`src/core/esr_map.svh`:
```
/*
  Offsets, field positions and reset values of the extended state
  enable registers. Definitions only; included by the core files.
*/
`ifndef ESR_MAP_SVH
`define ESR_MAP_SVH

// ***************************************************
// Register indices and reset values
// ***************************************************
`define ESR_IDX_USER     32'h0000_0000
`define ESR_IDX_SUPV     32'h0000_0da0
`define ESR_USER_RST     64'h0000_0000_0000_0001
`define ESR_SUPV_RST     64'h0000_0000_0000_0000
`define ESR_USER_RSVD    64'hffff_ffff_ffff_fd00
`define ESR_SUPV_RSVD    64'hffff_ffff_ffff_deff

// ***************************************************
// Field positions
// ***************************************************
`define ESR_CR4_OS_BIT   18
`define ESR_L1_OS_BIT    27
`define ESR_L1_XS_BIT    26
`define ESR_S1_SUPV_BIT  3
`define ESR_S1_CMPCT_BIT 1
`define ESR_WV_LO        5
`define ESR_WV_HI        7
`define ESR_KEY_BIT      9
`define ESR_TRACE_BIT    8
`define ESR_DUTY_BIT     13

// ***************************************************
// Query leaves and save area layout
// ***************************************************
`define ESR_LEAF_BASIC   32'h0000_0001
`define ESR_LEAF_XS      32'h0000_000d
`define ESR_SUB_USER     32'h0000_0000
`define ESR_SUB_SUPV     32'h0000_0001
`define ESR_ALIGN_MASK   64'h0000_0000_0000_003f
`define ESR_HDR_OFS      64'h0000_0000_0000_0200
`define ESR_EXT_OFS      64'h0000_0000_0000_0240

`endif

```
`src/core/esr_pkg.sv`:
```
/*
  Types of the extended state enable register block.
  Assumes esr_map.svh supplies the numeric constants.
*/
package esr_pkg;

   typedef enum logic [3:0] {
      ESR_OP_ENW   = 4'h0,
      ESR_OP_ENR   = 4'h1,
      ESR_OP_MRW   = 4'h2,
      ESR_OP_MRR   = 4'h3,
      ESR_OP_CRW   = 4'h4,
      ESR_OP_CRR   = 4'h5,
      ESR_OP_FQ    = 4'h6,
      ESR_OP_SAVE  = 4'h7,
      ESR_OP_RSTOR = 4'h8,
      ESR_OP_WIDE  = 4'h9,
      ESR_OP_KEY   = 4'ha
   } esr_op_t;

   typedef enum logic [1:0] {
      ESR_FLT_NONE = 2'h0,
      ESR_FLT_UD   = 2'h1,
      ESR_FLT_GP   = 2'h2
   } esr_fault_t;

   typedef struct packed {
      esr_op_t     op;
      logic        supv;
      logic [1:0]  priv;
      logic [31:0] idx;
      logic [31:0] sub;
      logic [63:0] data;
   } esr_req_t;

   typedef struct packed {
      logic        valid;
      esr_fault_t  fault;
      logic [31:0] ra;
      logic [31:0] rb;
      logic [31:0] rc;
      logic [31:0] rd;
   } esr_resp_t;

   typedef struct packed {
      logic        go;
      logic [63:0] legacy;
      logic [63:0] header;
      logic [63:0] ext;
      logic [63:0] mask;
   } esr_area_t;

   typedef struct packed {
      logic [63:0] user;
      logic [63:0] supv;
      logic        os;
      logic        wide_en;
      esr_resp_t   resp;
      esr_area_t   area;
   } esr_state_t;

endpackage : esr_pkg

```
`src/core/esr_wr_chk.sv`:
```
/*
  Combinational legality check of a value written to either
  component enable register. Assumes the support masks are stable
  configuration from the same clock domain.
*/
`timescale 1ns/1ps
`include "esr_map.svh"

module esr_wr_chk
   import esr_pkg::*;
(
   input  wire logic [63:0] val_i,
   input  wire logic [63:0] supp_i,
   input  wire logic        is_supv_i,
   output logic             bad_o
);

   logic bad_user;
   logic bad_supv;
   logic [2:0] wv;

   always_comb
   begin
      wv       = val_i[`ESR_WV_HI:`ESR_WV_LO];
      bad_supv = |(val_i & `ESR_SUPV_RSVD)          // RULE_16
               | |(val_i & ~supp_i);
      bad_user = |(val_i & `ESR_USER_RSVD)          // RULE_08
               | |(val_i & ~supp_i)                 // RULE_03 RULE_07
               | ~val_i[0]                          // RULE_22
               | (val_i[2:1] == 2'h2)
               | (val_i[4] != val_i[3])
               | ((wv != 3'h0)                      // RULE_04
                  & ((wv != 3'h7) | (val_i[2:1] != 2'h3)));
      bad_o    = is_supv_i ? bad_supv : bad_user;
   end

endmodule : esr_wr_chk

```
`src/core/esr_regs.sv`:
```
/*
  Extended state enable register block: the user and supervisor
  component enable registers, the save enable bit of control
  register four, instruction legality and save area layout.
  Assumes the decoder offers at most one request per clock and
  takes the answer one clock later.
*/
// Overview of operation
// [RULE_01] Wide-vector ops run only with save enable and bits 7:5 all set.
// [RULE_02] Bits 7:5 of the user enable register are clear after reset.
// [RULE_03] Bits 7:5 may be set only when the query reports them supported.
// [RULE_04] Writing partial wide-vector bits or lacking bits 2:1 faults.
// [RULE_05] Clearing wide-vector enables keeps the vector state intact.
// [RULE_06] Bit 9 selects key state saving only; key ops always execute.
// [RULE_07] Bit 9 resets clear and is settable only when reported supported.
// [RULE_08] Bit 8 and bits 63:10 are reserved; writing them faults.
// [RULE_09] Reading control register four above privilege 0 faults.
// [RULE_10] Query leaf 1 mirrors save enable into result bit 27.
// [RULE_11] Reading index 0 returns all 64 bits at any privilege.
// [RULE_12] The supervisor register clears on reset.
// [RULE_13] Privileged model write loads the supervisor register when allowed.
// [RULE_14] Supervisor bit 8 selects trace state saving only.
// [RULE_15] Supervisor bit 13 selects duty-cycle state saving only.
// [RULE_16] Supervisor reserved bits reset clear; writing them faults.
// [RULE_17] Unprivileged code has no way to read the supervisor register.
// [RULE_18] Software gives save ops a 64-byte aligned area base.
// [RULE_19] Legacy state takes the first 512 bytes of the area.
// [RULE_20] A 64-byte header starts at byte 512.
// [RULE_21] The extended region starts at byte 576.
// [RULE_22] User enable bit 0 always reads as one.
// [RULE_23] A privileged write to index 0 loads the user register.
// [RULE_24] With save enable clear, save, restore and enable ops fault.
// [RULE_25] A faulting write leaves the register unchanged.
`timescale 1ns/1ps
`include "esr_map.svh"

module esr_regs
   import esr_pkg::*;
(
   input  wire logic        clk_i,
   input  wire logic        reset_n_i,
   input  wire logic        req_valid_i,
   input  wire esr_req_t    req_i,
   input  wire logic [63:0] user_supp_i,
   input  wire logic [63:0] supv_supp_i,
   input  wire logic        xs_supp_i,
   output esr_resp_t        resp_o,
   output esr_area_t        area_o,
   output logic [63:0]      user_en_o,
   output logic [63:0]      supv_en_o,
   output logic             os_enable_o,
   output logic             wide_en_o,
   output logic             key_manage_o,
   output logic             trace_manage_o,
   output logic             duty_manage_o
);

   // ***************************************************
   // State and write check
   // ***************************************************
   esr_state_t q;
   esr_state_t d;
   logic       wr_bad;
   logic       is_supv_wr;
   logic       priv0;

   function automatic logic wide_ok(input logic [63:0] u);
      wide_ok = (u[`ESR_WV_HI:`ESR_WV_LO] == 3'h7);
   endfunction : wide_ok

   assign is_supv_wr = (req_i.op == ESR_OP_MRW);
   assign priv0      = (req_i.priv == 2'h0);

   esr_wr_chk u_chk
   (
      .val_i     (req_i.data),
      .supp_i    (is_supv_wr ? supv_supp_i : user_supp_i),
      .is_supv_i (is_supv_wr),
      .bad_o     (wr_bad)
   );

   // ***************************************************
   // Request decode
   // ***************************************************
   always_comb
   begin
      d         = q;
      d.resp    = '0;
      d.area.go = 1'b0;
      if (req_valid_i)
      begin
         d.resp.valid = 1'b1;
         unique case (req_i.op)
            ESR_OP_ENW:
            begin
               if (!q.os)
                  d.resp.fault = ESR_FLT_UD;           // RULE_24
               else if (!priv0 || req_i.idx != `ESR_IDX_USER)
                  d.resp.fault = ESR_FLT_GP;
               else if (wr_bad)
                  d.resp.fault = ESR_FLT_GP;           // RULE_25
               else
                  d.user = req_i.data;                 // RULE_23
            end
            ESR_OP_ENR:
            begin
               if (!q.os)
                  d.resp.fault = ESR_FLT_UD;           // RULE_24
               else if (req_i.idx != `ESR_IDX_USER)
                  d.resp.fault = ESR_FLT_GP;
               else
               begin
                  d.resp.ra = q.user[31:0];            // RULE_11
                  d.resp.rd = q.user[63:32];
                  d.resp.ra[0] = 1'b1;                 // RULE_22
               end
            end
            ESR_OP_MRW:
            begin
               if (!priv0 || req_i.idx != `ESR_IDX_SUPV)
                  d.resp.fault = ESR_FLT_GP;
               else if (!q.os || !xs_supp_i || wr_bad)
                  d.resp.fault = ESR_FLT_GP;           // RULE_16
               else
                  d.supv = req_i.data;                 // RULE_13
            end
            ESR_OP_MRR:
            begin
               if (!priv0)
                  d.resp.fault = ESR_FLT_GP;           // RULE_17
               else if (req_i.idx != `ESR_IDX_SUPV || !xs_supp_i)
                  d.resp.fault = ESR_FLT_GP;
               else
               begin
                  d.resp.ra = q.supv[31:0];
                  d.resp.rd = q.supv[63:32];
               end
            end
            ESR_OP_CRW:
            begin
               if (!priv0)
                  d.resp.fault = ESR_FLT_GP;
               else
                  d.os = req_i.data[`ESR_CR4_OS_BIT];
            end
            ESR_OP_CRR:
            begin
               if (!priv0)
                  d.resp.fault = ESR_FLT_GP;           // RULE_09
               else
                  d.resp.ra[`ESR_CR4_OS_BIT] = q.os;
            end
            ESR_OP_FQ:
            begin
               // Every privilege level may query
               if (req_i.idx == `ESR_LEAF_BASIC)
               begin
                  d.resp.rc[`ESR_L1_OS_BIT] = q.os;    // RULE_10
                  d.resp.rc[`ESR_L1_XS_BIT] = 1'b1;
               end
               else if (req_i.idx == `ESR_LEAF_XS &&
                        req_i.sub == `ESR_SUB_USER)
               begin
                  d.resp.ra = user_supp_i[31:0];
                  d.resp.rd = user_supp_i[63:32];
               end
               else if (req_i.idx == `ESR_LEAF_XS &&
                        req_i.sub == `ESR_SUB_SUPV)
               begin
                  d.resp.ra[`ESR_S1_SUPV_BIT]  = xs_supp_i;
                  d.resp.ra[`ESR_S1_CMPCT_BIT] = xs_supp_i;
                  d.resp.rc = supv_supp_i[31:0];
                  d.resp.rd = supv_supp_i[63:32];
               end
            end
            ESR_OP_SAVE,
            ESR_OP_RSTOR:
            begin
               if (!q.os || (req_i.supv && !xs_supp_i))
                  d.resp.fault = ESR_FLT_UD;           // RULE_24
               else if (req_i.supv && !priv0)
                  d.resp.fault = ESR_FLT_GP;
               else if (|(req_i.data & `ESR_ALIGN_MASK))
                  d.resp.fault = ESR_FLT_GP;           // RULE_18
               else
               begin
                  d.area.go     = 1'b1;
                  d.area.legacy = req_i.data;          // RULE_19
                  d.area.header = req_i.data + `ESR_HDR_OFS; // RULE_20
                  d.area.ext    = req_i.data + `ESR_EXT_OFS; // RULE_21
                  // Trace and duty state only ride along in
                  // the supervisor form
                  d.area.mask   = q.user |                   // RULE_14
                     (req_i.supv ? q.supv : '0);             // RULE_15
               end
            end
            ESR_OP_WIDE:
            begin
               if (!q.os || !wide_ok(q.user))
                  d.resp.fault = ESR_FLT_UD;           // RULE_01
            end
            ESR_OP_KEY:
            begin
               // Key instructions never depend on bit 9
               d.resp.fault = ESR_FLT_NONE;            // RULE_06
            end
            default:
            begin
               d.resp.fault = ESR_FLT_UD;
            end
         endcase
      end
      // Enables only gate use; the vector register file itself is
      // never cleared here, so its contents survive a disable.
      d.wide_en = d.os & wide_ok(d.user);              // RULE_05
   end

   // ***************************************************
   // State register
   // ***************************************************
   always_ff @(posedge clk_i)
   begin
      if (!reset_n_i)
      begin
         q      <= '0;
         q.user <= `ESR_USER_RST;                      // RULE_02 RULE_07
         q.supv <= `ESR_SUPV_RST;                      // RULE_12
      end
      else
      begin
         q <= d;
      end
   end

   // ***************************************************
   // Outputs
   // ***************************************************
   assign resp_o         = q.resp;
   assign area_o         = q.area;
   assign user_en_o      = q.user;
   assign supv_en_o      = q.supv;
   assign os_enable_o    = q.os;
   assign wide_en_o      = q.wide_en;
   assign key_manage_o   = q.user[`ESR_KEY_BIT];
   assign trace_manage_o = q.supv[`ESR_TRACE_BIT];
   assign duty_manage_o  = q.supv[`ESR_DUTY_BIT];
endmodule : esr_regs

```
`config.mk`:
```
export PLATFORM = sky130hd
export DESIGN_NAME = esr_regs
export DESIGN_NICKNAME = d
export VERILOG_FILES = /design/src/core/esr_pkg.sv /design/src/core/esr_wr_chk.sv /design/src/core/esr_regs.sv
export VERILOG_INCLUDE_DIRS = /design/src /design/src/core
export SDC_FILE = /design/constraint.sdc
export NUM_CORES = 1
export LEC_CHECK = 0
export BUFFER_PORTS_ARGS = -buffer_cell sky130_fd_sc_hd__buf_2
export CAP_MARGIN = 10
export CORE_AREA = 3 3 308 310
export CTS_CLUSTER_SIZE = 24
export DETAILED_ROUTE_END_ITERATION = 12
export DIE_AREA = 0 0 311 313
export SLEW_MARGIN = 20
export SYNTH_ARGS = -nofsm -noshare
export SYNTH_HDL_FRONTEND = slang
export SYNTH_SLANG_ARGS = --single-unit
```
`constraint.sdc`:
```
create_clock -name clk_i -period 3.2 [get_ports clk_i]
set_input_delay 0.16 -clock clk_i [delete_from_list [all_inputs] [get_ports clk_i]]
set_output_delay 0.16 -clock clk_i [all_outputs]
set_load 0.005 [all_outputs]
```
==> results of run 1 <==
==> power by group <==
group | internal (mW) | leakage (nW) | switching [mW]
clock | 4.03 | 0.940 | 2.71
combinational | 0.407 | 7.58 | 0.720
sequential | 5.86 | 3.79 | 0.00107
==> metrics by stage <==
| step | utilization [%] | total power [mW] | hold WS [ns] | area (um^2) |
|---|---|---|---|---|
| 6_report | 31.5 | 13.7 | 0.0343 | 29000 |
| 2_1_floorplan | - | 6.39 | 0.282 | 19800 |
| 4_1_cts | 31.4 | 13.9 | 0.00120 | 28900 |
| 3_5_place_dp | 27.4 | 6.98 | 0.366 | 25200 |
| 5_1_grt | 31.5 | 14.2 | 0.0312 | 29000 |
| 3_3_place_gp | 27.4 | 6.98 | 0.368 | 25200 |
==> kinds of logic (layout without fill, tap and decap cells) <==
| logic type | Yosys count | after routing | share of synthesized area [%] |
|---|---|---|---|
| buf+inv | 275 | 1182 | 6.30 |
| simple gates | 982 | 982 | 24.2 |
| mux | 33 | 33 | 1.68 |
| flops | 471 | 471 | 47.8 |
| xor+xnor | 110 | 110 | 4.89 |
| fa+ha+maj | 5 | 5 | 0.317 |
| compound gates | 419 | 419 | 14.8 |
| other cells | 1 | 46 | 0.0190 |
==> tightest hold or removal path: stages <==
cell	delay [ns]
buf_2	0.13
buf_4	0.19
nand2_1	0.07
a21oi_1	0.05
==> cells in the final DEF, fill, tap and decap left out, drive strengths merged, types with 43 or more instances in the layout <==
cell type,instances
buf,881
dfxtp,471
nand2,277
nor2,248
dlygate4sd3,174
a211oi,152
and2,151
a21oi,128
nor3,104
xnor2,79
clkbuf,78
a222oi,61
nor4,43
==> worst min path at each step <==
| stage | from | end | slack [ns] | depth (start not counted) |
|---|---|---|---|---|
| 2_1_floorplan | supv_supp_i[0] | resp_o[32] | 0.28 | 1 |
| 5_1_grt | req_i[44] | area_o[236] | 0.03 | 4 |
| 3_3_place_gp | supv_supp_i[14] | resp_o[46] | 0.37 | 2 |
| 3_5_place_dp | supv_supp_i[14] | resp_o[46] | 0.37 | 2 |
| 6_report | req_i[21] | area_o[213] | 0.03 | 4 |
| 4_1_cts | req_i[24] | area_o[216] | 0.001 | 4 |
==> metal layers <==
layer,vias up,global-route usage [%],share of wire [%]
met1,10400,29.2,42
li1,9765,-,-
met5,-,0,0.090
met3,219,4.93,8.2
met2,1212,37.5,46
met4,16,7.48,3.2
==> timing repair <==
item,CTS,global route
buffers inserted,0,1
hold buffers,174,0
endpoints found under the setup margin,0,133
hold endpoints to repair,159,0
resized for setup,0,8
==> flip-flops by register name, summed over array words and instances, names as in the netlist <==
register and count:
os_enable_o 1, area_o 242, user_en_o 64, supv_en_o 64, wide_en_o 1, resp_o 99
==> cell type report <==
class / count / area, um^2
inverters: 24 / 97.6
diodes: 14 / 35.0
multi-input cells: 1581 / 9240
fillers: 9759 / 63000
clock buffers: 77 / 1580
flip-flops and latches: 471 / 9430
well taps: 1243 / 1560
repair buffers: 1056 / 6700
clock inverters: 25 / 349
==> impl_metrics.yaml, run 1 <==
power:
  total_leakage_power_nw: 12.3
  vdd_ir_drop_max_mv: 0.358
  powerDensity_nw_per_um2: 474
die:
  die-height_um: 313
  die_x_um: 311
  rows: 111
  initial_utilization_pct: 21.4
  dieArea_um2: 97300
  boundaryPins: 788
  coreArea_um2: 91900
synthesis:
  ys_ff_latch: 471
  ys_seq_area_share_pct: 47.8
  ys_types: 55
  synthFlopType: "dfxtp_1"
  synth_common_cells: "dfxtp_1 (471), nand2_1 (277), nor2_1 (248), clkbuf_1 (186), a211oi_1 (152)"
  synth_area_leader_cell: "dfxtp_1"
  synth_cells: 2296
  netlist.area_leader.share_pct: 47.8
  yosysMostFrequentCell: "dfxtp_1"
  synth_warnings: 0
  netlist_area_um2: 19700
  synthTopCellsByArea: "dfxtp_1 (48%), a211oi_1 (5.8%), nand2_1 (5.3%)"
  avgSynthCellArea_um2: 8.58
  ys_async_sr_fraction_pct: 0
  synth_edf_count: 0
placed_design:
  hpwlAfterDp_um: 91000
  dp_slack_ns: -0.121
  routabilityCongestion: 0.979
  io_buffers: 755
  dp_cells: 4199
global_routing:
  grt_max_degree: 86
  track_usage_pct: 22.6
  grt_pass1_wl_um: 160000
  grt_pass1_vias: 20600
  antenna_found_initial: 28
  gr-total-overflow: 0
setup_path:
  cp-start-kind: "input port"
  reg2regPathDepth: 5
  crit_buf_inv: 5
  cp_top_family: "simple AND/OR/NAND/NOR gates"
  crit_cells: 12
  critical_path_class: "input port to register"
  cp.required_ns: 3.78
  critPathCapture: "resp_o[15]"
  worst-r2r-setup-slack_ns: 0.46
  crit_arrival_ns: 3.69
  max_stage_delay_ns: 0.58
  path_max_fanout: 16
  crit_chain: "buf_2, nor4_1, nand2_1, or4_1, or4_1, buf_4, nor4_4, buf_4, buf_6, a222oi_1, a21oi_1, dlygate4sd3_1"
  cp-end-kind: "register"
  crit_start: "req_i[109]"
  critical-path-slowest-cell: "or4_1"
  timing.rr.end: "area_o[34]"
  rr_startpoint: "os_enable_o"
clocking:
  cts_buffers: 55
  cts_root_buf: "clkbuf_16"
  clk_latency_ns: 0.64
  htree_num_levels: 2
  cts.clk_slew.worst_paths_ns: 0.06
  clkSinkCount: 471
  ctsLongestPathBuffers: 3
  cts_tree: "done"
worst_hold_path:
  hold_path.class: "input port to register"
cells_and_area:
  layout.cells.non_filler: 4491
  layout-drive-gt1-share_pct: 30.9
  nets: 3461
  syn2layout_area_growth_pct: 47.0
route:
  vias_per_cell: 4.82
  first_iter_violations: 2458
  vias: 21600
  drc: 0
  first_pass_iters: 9
  postRouteAntennaNets: 0
  wl_um: 116000
  wire_per_inst_um: 25.8
timing:
  post-route-period-util_pct: 97.2
  tightest_slew_ns: 0.985
  skew_ns: 0.0246
  finalMaxSlewViolations: 0
  clock.fmax_mhz: 321
  setup_viol: 0
  fin_ws_ns: 0.0886
  period_minus_slack_ns: 3.11
  hold_viol: 0
  setup_tns_ns: 0
  slew_headroom_pct: 34.3
job:
  maxCapViolCount: 0
status:
  status: "finished clean"
No activity file was read; power rests on OpenSTA's default activity.
==> run 2, diff against run 1 <==
PLACE_DENSITY = 0.43   (was not set)
==> impl_metrics.yaml, run 2 (synthesis results as in run 1) <==
cells_and_area:
  n_fill_cell: 9950
  syn2layout_area_growth_pct: 47.6
  fin_area_um2: 29100
  layout_common_cells: "buf_2 (755), dfxtp_1 (471), nand2_1 (276), nor2_1 (248), dlygate4sd3_1 (182)"
  nets: 3481
  final_common_cell: "buf_2"
  utilization_pct: 31.6
  largest_reg_flops: 242
  layout-drive-gt1-share_pct: 30.9
route:
  vias: 21100
  wl_um: 118000
  wire_per_inst_um: 26.2
  first_iter_violations: 1851
  first_pass_iters: 11
  vias_per_cell: 4.68
  postRouteAntennaNets: 0
  drc: 0
timing:
  holdWs_ns: 0.0520
  clock.fmax_mhz: 323
  finalMaxSlewViolations: 0
  setup_viol: 0
  tightest_slew_ns: 0.723
  post-route-period-util_pct: 96.7
  setup_tns_ns: 0
  hold_viol: 0
  slew_headroom_pct: 50.4
  rsz0062_at_grt: "no"
  fin_ws_ns: 0.107
  period_minus_slack_ns: 3.09
  skew_ns: 0.0252
die:
  die-height_um: 313
  rows: 111
  coreArea_um2: 91900
  dieArea_um2: 97300
  initial_utilization_pct: 21.4
  die_x_um: 311
  boundaryPins: 788
placed_design:
  hpwlAfterDp_um: 93000
  routabilityCongestion: 0.906
  dpl-instance-area_um2: 25400
  dp_slack_ns: -0.149
  io_buffers: 755
clocking:
  cts_root_buf: "clkbuf_16"
  cts_buffers: 56
  cts_tree: "done"
  cts.clk_slew.worst_paths_ns: 0.06
  clkSinkCount: 471
  cts_setup_buffers: 0
  htree_num_levels: 2
  ctsLongestPathBuffers: 3
  clk_latency_ns: 0.64
setup_path:
  cp-start-kind: "input port"
  critical_path_class: "input port to register"
  reg2regPathDepth: 7
  crit_arrival_ns: 3.62
  cp-end-kind: "register"
  cp.required_ns: 3.73
  path_max_fanout: 33
global_routing:
  grt_pass1_vias: 20500
  gr-total-overflow: 0
  grt_pass1_wl_um: 164000
  antenna_found_initial: 25
  track_usage_pct: 23.2
  grt_max_degree: 83
job:
  maxCapViolCount: 0
power:
  total_leakage_power_nw: 12.4
  powerDensity_nw_per_um2: 467
  vdd_ir_drop_max_mv: 0.378
status:
  status: "finished clean"
worst_hold_path:
  whs_path_depth: 4
  hold_path.class: "input port to register"
[run 2: layer usage]
layer | global-route usage [%] | vias up | routed length [um]
li1 | - | 9789 | -
met3 | 4.46 | 129 | 8050
met5 | 0 | - | 38
met2 | 39.3 | 876 | 56400
met4 | 4.64 | 6 | 2140
met1 | 30.8 | 10300 | 51600
[run 2: path summary, 6_finish.rpt]
kind	from	end	slack, ns
hold / removal	req_i[40]	area_o[232]	0.05
setup reg to reg	os_enable_o	resp_o[18]	0.68
setup / recovery	req_i[131]	resp_o[129]	0.11
hold reg to reg	area_o[208]	area_o[208]	0.45
[run 2: worst max-delay path, cell delays in order]
cell and delay (ns):
buf_2 0.10, dlygate4sd3_1 0.55, buf_4 0.19, nor4b_4 0.34, buf_12 0.28, nand2_1 0.11, nand3_1 0.28, nand4_1 0.17
buf_4 0.20, or4_4 0.52, or4_1 0.54, o2bb2ai_1 0.14
[run 2: through the flow]
stage | std cells | power, mW
6_report | 4508 | 13.6
5_1_grt | 4499 | 14.1
4_1_cts | 4497 | 13.8
3_5_place_dp | 4212 | 6.98
3_3_place_gp | 4212 | 6.98
2_1_floorplan | 2327 | 6.39
[run 2: what timing repair did]
action	CTS	global route
gates resized for setup	0	3
hold buffers	182	0
endpoints found under the setup margin	0	8
hold endpoints to repair	171	0
[run 2: power breakdown]
part	leakage, nW	total (mW)	switching, mW	internal (mW)
Combinational	7.68	1.12	0.707	0.418
Clock	0.913	6.60	2.78	3.82
Sequential	3.79	5.87	0.000440	5.86
Total	12.4	13.6	3.48	10.1
[run 2: final cells by class]
cell class	count	area (um^2)	area share (%)
clock inverters	25	295	1.02
flip-flops and latches	471	9430	32.4
well taps	1243	1560	5.35
repair buffers	1075	6890	23.7
inverters	24	97.6	0.336
clock buffers	78	1560	5.38
diodes	11	27.5	0.0946
multi-input cells	1581	9230	31.7
